`src/verilog/sar_pkg.sv`:
```
// shared constants for the successive approximation control logic
package sar_pkg;
    // *****************************************************************
    // widths and lengths
    // *****************************************************************
    localparam int          LATCH_WIDTH     = 16;
    localparam int          BASE_LENGTH     = 8;
    localparam int          MIN_LENGTH      = 9;
    localparam int          MAX_LENGTH      = 15;
    localparam int          SEL_WIDTH       = 4;
    localparam int          FIFO_DEPTH      = 32;
    // core clocks per converter period
    localparam int          STEP_CYCLES     = 4;
    // *****************************************************************
    // reset values
    // *****************************************************************
    localparam logic [15:0] LATCH_RESET     = 16'h0000;
    localparam logic [4:0]  COUNT_RESET     = 5'h00;
    localparam logic [3:0]  SEL_8BIT        = 4'h0;
    // *****************************************************************
    // sequencer states
    // *****************************************************************
    typedef enum logic [1:0] {
        ST_CLEAR,
        ST_TRIAL,
        ST_END
    } seq_state_type;
endpackage

```
`src/verilog/sar_result_fifo.sv`:
```
// parameterised result fifo with valid and ready on both sides
`timescale 1ns/1ps
module sar_result_fifo
    import sar_pkg::*;
#(
    parameter int WIDTH = 16,
    parameter int DEPTH = 32
) (
    // clock and reset
    input  wire logic             core_clk,
    input  wire logic             srst,
    // fill side
    input  wire logic             in_valid,
    output logic                  in_ready,
    input  wire logic [WIDTH-1:0] in_data,
    // drain side
    output logic                  out_valid,
    input  wire logic             out_ready,
    output logic      [WIDTH-1:0] out_data
);
    localparam int AW = $clog2(DEPTH);

    if (DEPTH < 2 || (1 << AW) != DEPTH) begin : g_bad_depth
        $error("fifo depth must be a power of two, at least 2");
    end

    // *****************************************************************
    // storage and pointers
    // *****************************************************************
    logic [WIDTH-1:0] mem_reg [DEPTH];
    logic [AW:0]      wr_reg;
    logic [AW:0]      wr_next;
    logic [AW:0]      rd_reg;
    logic [AW:0]      rd_next;
    logic             push;
    logic             pop;
    logic             full;
    logic             empty;

    always_comb begin
        full    = (wr_reg[AW] != rd_reg[AW]) && (wr_reg[AW-1:0] == rd_reg[AW-1:0]);
        empty   = (wr_reg == rd_reg);
        push    = in_valid && !full;
        pop     = out_ready && !empty;
        wr_next = push ? wr_reg + 1'b1 : wr_reg;
        rd_next = pop ? rd_reg + 1'b1 : rd_reg;
    end

    always_ff @(posedge core_clk) begin
        if (srst) begin
            wr_reg <= '0;
            rd_reg <= '0;
        end else begin
            wr_reg <= wr_next;
            rd_reg <= rd_next;
        end
        if (push) begin
            mem_reg[wr_reg[AW-1:0]] <= in_data;
        end
    end

    assign in_ready  = !full;
    assign out_valid = !empty;
    assign out_data  = mem_reg[rd_reg[AW-1:0]];
endmodule // sar_result_fifo

```
`src/verilog/sar_addr_latch.sv`:
```
// addressable result latch with clear mode
`timescale 1ns/1ps
module sar_addr_latch
    import sar_pkg::*;
#(
    parameter int WIDTH = 16
) (
    // clock and reset
    input  wire logic                     core_clk,
    input  wire logic                     srst,
    // mode and data
    input  wire logic                     clear_mode,
    input  wire logic                     load_en,
    input  wire logic [$clog2(WIDTH)-1:0] addr,
    input  wire logic                     data_in,
    // latch contents
    output logic      [WIDTH-1:0]         q
);
    logic [WIDTH-1:0] q_reg;
    logic [WIDTH-1:0] q_next;

    if (WIDTH < 2) begin : g_bad_width
        $error("latch width too small");
    end

    // *****************************************************************
    // per-bit load
    // *****************************************************************
    genvar i;
    generate
        for (i = 0; i < WIDTH; i++) begin : g_bit
            always_comb begin
                if (clear_mode) begin
                    q_next[i] = 1'b0;
                end else if (load_en && addr == i) begin
                    q_next[i] = data_in;
                end else begin
                    q_next[i] = q_reg[i];
                end
            end
        end
    endgenerate

    always_ff @(posedge core_clk) begin
        if (srst) begin
            q_reg <= LATCH_RESET[WIDTH-1:0];
        end else begin
            q_reg <= q_next;
        end
    end

    assign q = q_reg;
endmodule // sar_addr_latch

```
`src/verilog/sar_adc_control_logic.sv`:
```
// sequencing logic of the successive approximation converter
`timescale 1ns/1ps
// Overview of operation
// - an 8-bit conversion takes 16 clock periods, msb first down to lsb.
// - even periods force the bit under trial to one, odd periods decide it.
// - the trial bit is cleared when the dac value exceeds the input, else kept.
// - after 16 periods the result is final and the terminal count follows.
// - the result also leaves serially on a clock at half the input rate.
// - a decision stage takes one compare per two periods and drives serial out.
// - the terminal count is delayed one clock and then clears the latches.
// - the programmable length picks 9 to 15 bits from a four-bit code.
// - the programmable latch is 16 bits and a shift stage is the counter lsb.
// - the programmable result is given in parallel and serially.
// - the asymmetric clock is kept in step with the counter's first stage.
// - in latch mode only the addressed latch loads, others hold.
// - in clear mode all latch outputs are low whatever the inputs.
module sar_adc_control_logic
    import sar_pkg::*;
(
    // clock and reset
    input  wire logic                   core_clk,
    input  wire logic                   srst,
    // analog side
    input  wire logic                   comp_above,
    output logic      [LATCH_WIDTH-1:0] dac_bits,
    // length select, 0 means 8 bits
    input  wire logic [SEL_WIDTH-1:0]   word_length_select,
    // status toward the clock generator
    output logic                        phase_odd,
    output logic                        cycle_end_count,
    // serial result
    output logic                        serial_data,
    output logic                        serial_clk,
    // parallel result stream
    output logic                        result_valid,
    input  wire logic                   result_ready,
    output logic      [LATCH_WIDTH-1:0] result_data,
    output logic                        result_overrun
);
    // period must leave room for the two synchroniser stages
    if (STEP_CYCLES < 3 || STEP_CYCLES > 256) begin : g_bad_step
        $error("period must span 3 to 256 clocks");
    end

    // *****************************************************************
    // input synchronisers
    // *****************************************************************
    logic                 comp_s1_reg;
    logic                 comp_s2_reg;
    logic [SEL_WIDTH-1:0] sel_s1_reg;
    logic [SEL_WIDTH-1:0] sel_s2_reg;

    always_ff @(posedge core_clk) begin
        if (srst) begin
            comp_s1_reg <= 1'b0;
            comp_s2_reg <= 1'b0;
            sel_s1_reg  <= SEL_8BIT;
            sel_s2_reg  <= SEL_8BIT;
        end else begin
            comp_s1_reg <= comp_above;
            comp_s2_reg <= comp_s1_reg;
            sel_s1_reg  <= word_length_select;
            sel_s2_reg  <= sel_s1_reg;
        end
    end

    // *****************************************************************
    // length decode
    // *****************************************************************
    function automatic logic [4:0] length_of(input logic [SEL_WIDTH-1:0] code);
        logic [4:0] len;
        len = 5'(BASE_LENGTH);
        if (code >= SEL_WIDTH'(MIN_LENGTH) && code <= SEL_WIDTH'(MAX_LENGTH)) begin
            len = {1'b0, code};
        end
        return len;
    endfunction

    // *****************************************************************
    // period divider, one enable pulse per converter period
    // *****************************************************************
    logic [7:0]       div_reg;
    logic [7:0]       div_next;
    logic             step_en;

    always_comb begin
        step_en  = (div_reg == 8'(STEP_CYCLES - 1));
        div_next = step_en ? 8'h00 : div_reg + 8'h01;
    end

    always_ff @(posedge core_clk) begin
        if (srst) begin
            div_reg <= 8'h00;
        end else begin
            div_reg <= div_next;
        end
    end

    // *****************************************************************
    // counter and sequencer
    // *****************************************************************
    seq_state_type    state_reg;
    seq_state_type    state_next;
    logic [4:0]       bit_cnt_reg;
    logic [4:0]       bit_cnt_next;
    logic             phase_reg;
    logic             phase_next;
    logic [4:0]       len_reg;
    logic [4:0]       len_next;
    logic             decide_reg;
    logic             decide_next;
    logic             end_reg;
    logic             end_next;
    logic             end_dly_reg;
    logic             end_dly_next;
    logic [3:0]       addr;
    logic             latch_load;
    logic             latch_data;
    logic [LATCH_WIDTH-1:0] latch_q;

    always_comb begin
        state_next   = state_reg;
        bit_cnt_next = bit_cnt_reg;
        phase_next   = phase_reg;
        len_next     = len_reg;
        decide_next  = decide_reg;
        end_next     = 1'b0;
        end_dly_next = end_dly_reg;
        latch_load   = 1'b0;
        latch_data   = 1'b0;
        addr         = 4'(len_reg - 5'd1 - bit_cnt_reg);
        if (step_en) begin
            case (state_reg)
                ST_CLEAR: begin
                    len_next     = length_of(sel_s2_reg);
                    bit_cnt_next = COUNT_RESET;
                    phase_next   = 1'b0;
                    state_next   = ST_TRIAL;
                end
                ST_TRIAL: begin
                    phase_next   = ~phase_reg;
                    latch_load   = 1'b1;
                    end_dly_next = 1'b0;
                    if (!phase_reg) begin
                        latch_data = 1'b1;
                    end else begin
                        latch_data  = ~comp_s2_reg;
                        decide_next = ~comp_s2_reg;
                        if (bit_cnt_reg == len_reg - 5'd1) begin
                            end_next     = 1'b1;
                            end_dly_next = 1'b1;
                            bit_cnt_next = COUNT_RESET;
                            len_next     = length_of(sel_s2_reg);
                        end else begin
                            bit_cnt_next = bit_cnt_reg + 5'd1;
                        end
                    end
                end
                ST_END: begin
                    state_next = ST_CLEAR;
                end
                default: begin
                    state_next = ST_CLEAR;
                end
            endcase
        end
    end

    always_ff @(posedge core_clk) begin
        if (srst) begin
            state_reg   <= ST_CLEAR;
            bit_cnt_reg <= COUNT_RESET;
            phase_reg   <= 1'b0;
            len_reg     <= 5'(BASE_LENGTH);
            decide_reg  <= 1'b0;
            end_reg     <= 1'b0;
            end_dly_reg <= 1'b0;
        end else begin
            state_reg   <= state_next;
            bit_cnt_reg <= bit_cnt_next;
            phase_reg   <= phase_next;
            len_reg     <= len_next;
            decide_reg  <= decide_next;
            end_reg     <= end_next;
            end_dly_reg <= end_dly_next;
        end
    end

    // *****************************************************************
    // result latch
    // *****************************************************************
    sar_addr_latch #(
        .WIDTH      (LATCH_WIDTH)
    ) u_latch (
        .core_clk   (core_clk),
        .srst       (srst),
        .clear_mode (end_dly_reg && !latch_load),
        .load_en    (latch_load),
        .addr       (addr),
        .data_in    (latch_data),
        .q          (latch_q)
    );

    // *****************************************************************
    // parallel result fifo
    // *****************************************************************
    logic fifo_in_ready;
    logic fifo_out_valid;
    logic [LATCH_WIDTH-1:0] fifo_out_data;
    logic [LATCH_WIDTH-1:0] rdata_reg;
    logic [LATCH_WIDTH-1:0] rdata_next;
    logic rvalid_reg;
    logic rvalid_next;
    logic ovr_reg;
    logic ovr_next;
    logic fifo_pop;

    sar_result_fifo #(
        .WIDTH      (LATCH_WIDTH),
        .DEPTH      (FIFO_DEPTH)
    ) u_fifo (
        .core_clk   (core_clk),
        .srst       (srst),
        .in_valid   (end_reg),
        .in_ready   (fifo_in_ready),
        .in_data    (latch_q),
        .out_valid  (fifo_out_valid),
        .out_ready  (fifo_pop),
        .out_data   (fifo_out_data)
    );

    always_comb begin
        fifo_pop    = fifo_out_valid && (!rvalid_reg || result_ready);
        rvalid_next = rvalid_reg;
        rdata_next  = rdata_reg;
        ovr_next    = ovr_reg || (end_reg && !fifo_in_ready);
        if (fifo_pop) begin
            rvalid_next = 1'b1;
            rdata_next  = fifo_out_data;
        end else if (result_ready) begin
            rvalid_next = 1'b0;
        end
    end

    // *****************************************************************
    // serial output, one bit per two periods
    // *****************************************************************
    logic sclk_reg;
    logic sclk_next;
    logic sdata_reg;
    logic sdata_next;
    logic tc_out_reg;

    always_comb begin
        sclk_next  = (state_reg == ST_TRIAL) && !phase_next;
        sdata_next = decide_next;
    end

    always_ff @(posedge core_clk) begin
        if (srst) begin
            rvalid_reg <= 1'b0;
            rdata_reg  <= LATCH_RESET;
            ovr_reg    <= 1'b0;
            sclk_reg   <= 1'b0;
            sdata_reg  <= 1'b0;
            tc_out_reg <= 1'b0;
        end else begin
            rvalid_reg <= rvalid_next;
            rdata_reg  <= rdata_next;
            ovr_reg    <= ovr_next;
            sclk_reg   <= sclk_next;
            sdata_reg  <= sdata_next;
            tc_out_reg <= end_next;
        end
    end

    assign dac_bits        = latch_q;
    assign phase_odd       = phase_reg;
    assign cycle_end_count = tc_out_reg;
    assign serial_data     = sdata_reg;
    assign serial_clk      = sclk_reg;
    assign result_valid    = rvalid_reg;
    assign result_data     = rdata_reg;
    assign result_overrun  = ovr_reg;
endmodule // sar_adc_control_logic

```
`config.mk`:
```
export PLATFORM = sky130hd
export DESIGN_NAME = sar_adc_control_logic
export DESIGN_NICKNAME = d
export VERILOG_FILES = /design/src/verilog/sar_pkg.sv /design/src/verilog/sar_result_fifo.sv /design/src/verilog/sar_addr_latch.sv /design/src/verilog/sar_adc_control_logic.sv
export SDC_FILE = /design/constraint.sdc
export NUM_CORES = 1
export LEC_CHECK = 0
export ABC_AREA = 1
export BUFFER_PORTS_ARGS = -buffer_cell sky130_fd_sc_hd__clkbuf_2
export CORE_UTILIZATION = 55
export DETAILED_ROUTE_END_ITERATION = 12
export PLACE_DENSITY = 0.71
export SLEW_MARGIN = 20
export SYNTH_ARGS = -nofsm -noshare
export SYNTH_HDL_FRONTEND = slang
export SYNTH_SLANG_ARGS = --single-unit
```
`constraint.sdc`:
```
create_clock -name core_clk -period 3.6 [get_ports core_clk]
set_clock_uncertainty 0.15 [all_clocks]
set_input_delay 0.36 -clock core_clk [delete_from_list [all_inputs] [get_ports core_clk]]
set_output_delay 0.36 -clock core_clk [all_outputs]
set_load 0.01 [all_outputs]
```
==> results of run 1 <==
[cell families (layout without fill, tap and decap cells)]
| group | count (synthesis) | count (layout) | share of synthesized area |
|---|---|---|---|
| and+or+nand+nor | 1329 | 1329 | 0.221 |
| DFF | 591 | 591 | 0.676 |
| buffers and inverters | 390 | 502 | 0.0676 |
| AOI/OAI and AO/OA | 114 | 114 | 0.0235 |
| xor gates and xnor gates | 15 | 15 | 0.00554 |
| adders and majority gates | 12 | 12 | 0.00629 |
[cells in the mapped netlist (3+ instances only)]
| cell type | number | area share |
|---|---|---|
| nand2_1 | 766 | 0.11 |
| buf_1 | 6 | 0.00090 |
| nand2_2 | 3 | 0.00075 |
| a21oi_1 | 83 | 0.017 |
| edfxtp_1 | 512 | 0.61 |
| nor2_4 | 3 | 0.0013 |
| nor2_2 | 4 | 0.0010 |
| ha_1 | 11 | 0.0055 |
| nor2_1 | 182 | 0.027 |
| nand2_4 | 5 | 0.0022 |
| xor2_1 | 12 | 0.0042 |
| inv_1 | 256 | 0.038 |
| dfxtp_1 | 79 | 0.063 |
| nand4_1 | 3 | 0.00075 |
| nand3_1 | 349 | 0.070 |
| buf_6 | 12 | 0.0054 |
| o21ai_0 | 26 | 0.0052 |
| buf_4 | 14 | 0.0042 |
| nor3_1 | 8 | 0.0016 |
| clkbuf_1 | 21 | 0.0031 |
| buf_2 | 68 | 0.014 |
| inv_2 | 10 | 0.0015 |
[power by group through the flow]
stage / Combinational (mW) / Sequential [mW] / Clock (mW)
final: 3.43 / 7.56 / 5.95
after global routing: 3.78 / 7.57 / 6.26
after CTS: 3.41 / 7.56 / 6.01
after detailed placement: 3.38 / 7.71 / 0
after global placement: 3.30 / 7.70 / 0
after floorplan: 2.54 / 7.68 / 0
[how the worst min path moves through the flow]
stage	cells past startpoint	to	from
finish	3	len_reg[3]	srst
global route	3	sel_s1_reg[3]	srst
CTS	3	len_reg[3]	srst
detailed placement	2	sel_s2_reg[1]	sel_s1_reg[1]
global placement	2	comp_s2_reg	comp_s1_reg
floorplan	2	comp_s2_reg	comp_s1_reg
[layer usage]
| layer | vias to the layer above | track usage | part of all wire |
|---|---|---|---|
| met5 | - | 0 | 0 |
| met4 | 0 | 0.115 | 0.038 |
| met3 | 131 | 0.0423 | 0.086 |
| met2 | 833 | 0.443 | 0.47 |
| met1 | 8260 | 0.371 | 0.40 |
| li1 | 8186 | - | - |
[final cells by class]
cell class,instances,share of cell area
multi-input combinational,1470,0.230
timing repair buffer,125,0.0339
clock inverter,29,0.00993
tap,592,0.0265
inverter,269,0.0364
clock buffer,79,0.0565
sequential,591,0.606
[through the flow]
step                instances  total power [mW]
global route             3155              17.6
floorplan                2451              10.2
finish                   3155              16.9
CTS                      3155              17.0
detailed placement       3041              11.1
global placement         3040              11.0
[worst register-to-register path, cell delays in order (launching register included)]
cell and delay (ps):
dfxtp_1 490, inv_2 180, nand2_1 770, buf_4 420, a21oi_1 80, nor2_1 130, nand2_1 80, nand3_1 80
a21oi_1 90
[what timing repair did]
| item | CTS | global route |
|---|---|---|
| setup buffers | 0 | 0 |
| hold buffers | 6 | 0 |
| endpoints found under the hold margin | 6 | 0 |
==> flow_summary.json, run 1 <==
{
  "die_x_um": 216,
  "cp.depth": 8,
  "p_leak_nw": 11.3,
  "slew_viol_final": 0,
  "power.switching_mw": 5.12,
  "final_core_util": 0.627,
  "yosysWarnings": 0,
  "synth_nets": 2471,
  "reg2reg_to": "result_data[2]",
  "n_antenna_cell": 0,
  "grt_max_degree": 163,
  "p_clk_frac": 0.351,
  "power_density_mw_per_mm2": 606,
  "comb_power_share": 0.203,
  "drc": 0,
  "reg2reg_from": "u_fifo.rd_reg[2]",
  "core_mm2": 0.0446,
  "p_seq_frac": 0.446,
  "grtUsageTotal": 0.274,
  "vias": 17400,
  "htree_levels": 2,
  "worstSetupPathType": "flip-flop to flip-flop",
  "slowest_stage": "nand2_1",
  "die_h_um": 216,
  "cp_max_fo": 17,
  "crit_required_ps": 3900,
  "multi_input_area_mm2": 0.00644,
  "async_reset_ff_frac": 0,
  "layout-drive-gt1-share": 0.0929,
  "syn_area_mm2": 0.0251,
  "path_cells": "inv_2 > nand2_1 > buf_4 > a21oi_1 > nor2_1 > nand2_1 > nand3_1 > a21oi_1",
  "dpl_cell_area_mm2": 0.0261,
  "clock_latency_ps": 620,
  "wire_per_inst_um": 19.9,
  "postRouteAntennaNets": 0,
  "min_path_type": "primary input to flip-flop",
  "final_nets": 2535,
  "ff_latch_area_mm2": 0.0170,
  "cp-startpoint": "u_fifo.rd_reg[2]",
  "worstSetupEndpointType": "flip-flop",
  "worstMarginPinSlew_ps": 1030,
  "tns_ps": 0,
  "clock-sinks": 591,
  "ys_seq_area_frac": 0.676,
  "max_clock_freq_ghz": 0.381,
  "syn_to_final_growth_pct": 11.5,
  "start_kind": "flip-flop",
  "largest_register_ffs": 512,
  "fillers": 3427,
  "fin_ws_ps": 977,
  "grt_pass1_vias": 16800,
  "synth_cells": 2451,
  "final_common_cell": "nand2_1",
  "rsz0062_at_grt": "false",
  "cts_buffers": 58,
  "crit_end": "result_data[2]",
  "cts_resized": 0,
  "fin_area_mm2": 0.0280,
  "worstRegToRegCells": 8,
  "crit_arrival_ps": 2930,
  "dp_slack_ps": 1040,
  "io_buffers": 45,
  "clk_pin_slew_ps": 60,
  "synth_edf_count": 512,
  "overflow": 0,
  "intPower_mw": 11.8,
  "routed_wl_um": 62800,
  "critPathBufInv": 2,
  "synth_cell_types": 35,
  "vias_per_cell": 5.52,
  "fin_hold_ws_ps": 163,
  "final-hold-violation-count": 0,
  "drv_cap": 0,
  "ir_drop_mv": 0.477,
  "cts_buffer_depth": 3,
  "place_hpwl_um": 36600,
  "rrSetupSlack_ps": 980,
  "grt_pass1_wl_um": 97000,
  "die-area_mm2": 0.0465,
  "period_needed_ps": 2620,
  "status": "completed",
  "dr.pass1.iters": 8,
  "fin_crit_sh": 0.728,
  "switching_share": 0.302,
  "synth-seq-cells": 591,
  "root_buffer": "clkbuf_16",
  "ioPinCount": 46,
  "antenna_found_initial": 1,
  "rows": 77,
  "tritoncts": "built",
  "cp_top_family": "simple AND/OR/NAND/NOR gates",
  "place.gp.congestion": 0.889,
  "initial_core_util": 0.562,
  "slew-limit-headroom": 0.311,
  "mostFrequentLayoutCells": "nand2_1 (766), edfxtp_1 (512), nand3_1 (349), inv_1 (255), nor2_1 (182)",
  "dr.first_iter.drc_count": 2115,
  "synthFlopType": "edfxtp_1",
  "cpPeakStageDelay_ps": 770,
  "finalSetupViolCount": 0,
  "postSynthAreaPerCell_um2": 10.2
}
Note: power is estimated with default switching activity, not from simulation.
==> run 2: changes to the inputs <==
==> constraint.sdc (replaced) <==
create_clock -name core_clk -period 2.6 [get_ports core_clk]
set_clock_uncertainty 0.15 [all_clocks]
set_input_delay 0.26 -clock core_clk [delete_from_list [all_inputs] [get_ports core_clk]]
set_output_delay 0.26 -clock core_clk [all_outputs]
set_load 0.01 [all_outputs]
==> flow_summary.json, run 2 (same netlist as run 1, synthesis figures left out) <==
{
  "clk_pin_slew_ps": 60,
  "min_from": "srst",
  "root_buffer": "clkbuf_16",
  "die_x_um": 216,
  "initial_core_util": 0.562,
  "core_mm2": 0.0446,
  "status": "completed",
  "largest_register_ffs": 512,
  "grt_max_degree": 111,
  "io_buffers": 45,
  "place.gp.congestion": 0.871,
  "power_density_mw_per_mm2": 856,
  "dr.first_iter.drc_count": 2014,
  "drv_cap": 0,
  "cp_max_fo": 8,
  "finalSetupViolCount": 0,
  "postRouteAntennaNets": 0,
  "overflow": 0,
  "slew-limit-headroom": 0.423,
  "routed_wl_um": 64300,
  "comb_power_share": 0.221,
  "intPower_mw": 16.9,
  "power.switching_mw": 7.50,
  "final-hold-violation-count": 0,
  "crit_required_ps": 2970,
  "antenna_found_initial": 1,
  "p_seq_frac": 0.428,
  "tritoncts": "built",
  "layout-drive-gt1-share": 0.111,
  "worstMarginPinSlew_ps": 864,
  "wire_per_inst_um": 20.1,
  "clock-sinks": 591,
  "mostFrequentLayoutCells": "nand2_1 (766), edfxtp_1 (512), nand3_1 (349), inv_1 (255), nor2_1 (179)",
  "place_hpwl_um": 39800,
  "crit_arrival_ps": 2830,
  "tns_ps": 0,
  "ir_drop_mv": 0.556,
  "die-area_mm2": 0.0465,
  "fillers": 3428,
  "max_clock_freq_ghz": 0.407,
  "reg2reg_to": "u_latch.q[6]",
  "worstSetupPathType": "flip-flop to flip-flop",
  "ioPinCount": 46,
  "p_leak_nw": 11.5,
  "worstSetupEndpointType": "flip-flop",
  "cts_buffers": 58,
  "rows": 77,
  "final_nets": 2576,
  "grt_pass1_vias": 16500,
  "fin_area_mm2": 0.0285,
  "clock_latency_ps": 640,
  "rrSetupSlack_ps": 140,
  "vias_per_cell": 5.50,
  "whs_endpoint": "len_reg[3]",
  "grtUsageTotal": 0.278,
  "reg2reg_from": "len_reg[0]",
  "cts_buffer_depth": 3,
  "slew_viol_final": 0,
  "cp-startpoint": "len_reg[0]",
  "holdPathStages": 3,
  "fin_crit_sh": 0.946,
  "start_kind": "flip-flop",
  "rsz0062_at_grt": "true",
  "grt_pass1_wl_um": 97200,
  "htree_levels": 2,
  "vias": 17600,
  "p_clk_frac": 0.351,
  "final_common_cell": "nand2_1",
  "dpl_cell_area_mm2": 0.0264,
  "min_path_type": "primary input to flip-flop",
  "dr.pass1.iters": 6,
  "die_h_um": 216,
  "drc": 0,
  "syn_to_final_growth_pct": 13.5,
  "period_needed_ps": 2460,
  "worstRegToRegCells": 14,
  "switching_share": 0.308
}
## run 2: cell count changes in the layout (fill, tap and decap cells not counted)
| cell | delta |
|---|---|
| bufinv_16 | +1 |
| clkinv_16 | +1 |
| nor2_4 | +3 |
| clkbuf_16 | +1 |
| buf_16 | -1 |
| clkinv_1 | -1 |
| buf_4 | +36 |
| clkinv_2 | +3 |
| nor2_1 | -3 |
| clkinvlp_4 | -1 |
| diode_2 | +1 |
| clkbuf_1 | -3 |
| inv_16 | +1 |
| buf_12 | +6 |
## run 2: how the worst max path moves through the flow
| stage | endpoint | depth (start not counted) |
|---|---|---|
| finish | u_latch.q[6] | 14 |
| global route | u_latch.q[6] | 14 |
| CTS | u_latch.q[13] | 14 |
| detailed placement | u_latch.q[13] | 14 |
| floorplan | u_fifo.mem_reg[31][0] | 10 |
| global placement | u_fifo.mem_reg[7][13] | 11 |
## run 2: layout make-up
type / instances / area [um2] / area share
clock inverter: 33 / 362 / 0.0127
antenna: 1 / 2.50 / 0.0000879
clock buffer: 77 / 1600 / 0.0560
timing repair buffer: 166 / 1310 / 0.0461
inverter: 269 / 1020 / 0.0358
multi-input combinational: 1470 / 6470 / 0.227
sequential: 591 / 17000 / 0.596
tap: 592 / 741 / 0.0260
## run 2: routing by layer
layer | share of wire | up-vias | routed length [um] | track usage
li1 | - | 8270 | - | -
met1 | 0.39 | 8390 | 25400 | 0.370
met2 | 0.48 | 824 | 31000 | 0.455
met3 | 0.088 | 125 | 5650 | 0.0474
met4 | 0.036 | 0 | 2300 | 0.112
met5 | 0 | - | 0 | 0
## run 2: worst max-delay path: stages, from the launching register on
cell,delay [ps]
dfxtp_1,330
inv_1,70
ha_1,230
xor2_1,160
ha_1,320
nand2_1,100
nor2_1,50
nor2_1,160
inv_1,80
nand2_1,70
nand2_1,110
nor2_2,290
nand3_1,120
nand2_1,90
nor2_1,40
## run 2: metrics by stage
| stage | power (mW) | util | hold slack [ps] | instances | setup slack (ps) |
|---|---|---|---|---|---|
| after CTS | 24.4 | 0.638 | 21.9 | 3198 | 51.3 |
| after global routing | 25.3 | 0.638 | 80.7 | 3198 | -59.0 |
| final | 24.4 | 0.638 | 16.9 | 3199 | 140 |
| after global placement | 15.9 | 0.592 | 246 | 3082 | 152 |
| after floorplan | 14.4 | - | 217 | 2451 | -109 |
| after detailed placement | 15.9 | 0.592 | 249 | 3082 | 68.8 |
## run 2: power groups by stage
stage / Clock [mW] / Sequential, mW / Combinational (mW)
finish: 8.55 / 10.4 / 5.40
global route: 8.99 / 10.4 / 5.92
CTS: 8.65 / 10.4 / 5.35
detailed placement: 0 / 10.6 / 5.29
global placement: 0 / 10.6 / 5.23
floorplan: 0 / 10.6 / 3.77
## run 2: repair_timing
item / 4_1_cts / 5_1_grt
buffers inserted: 0 / 0
gates resized for setup: 0 / 6
hold endpoints to repair: 7 / 0
hold buffers: 6 / 0
setup endpoints to repair: 0 / 18
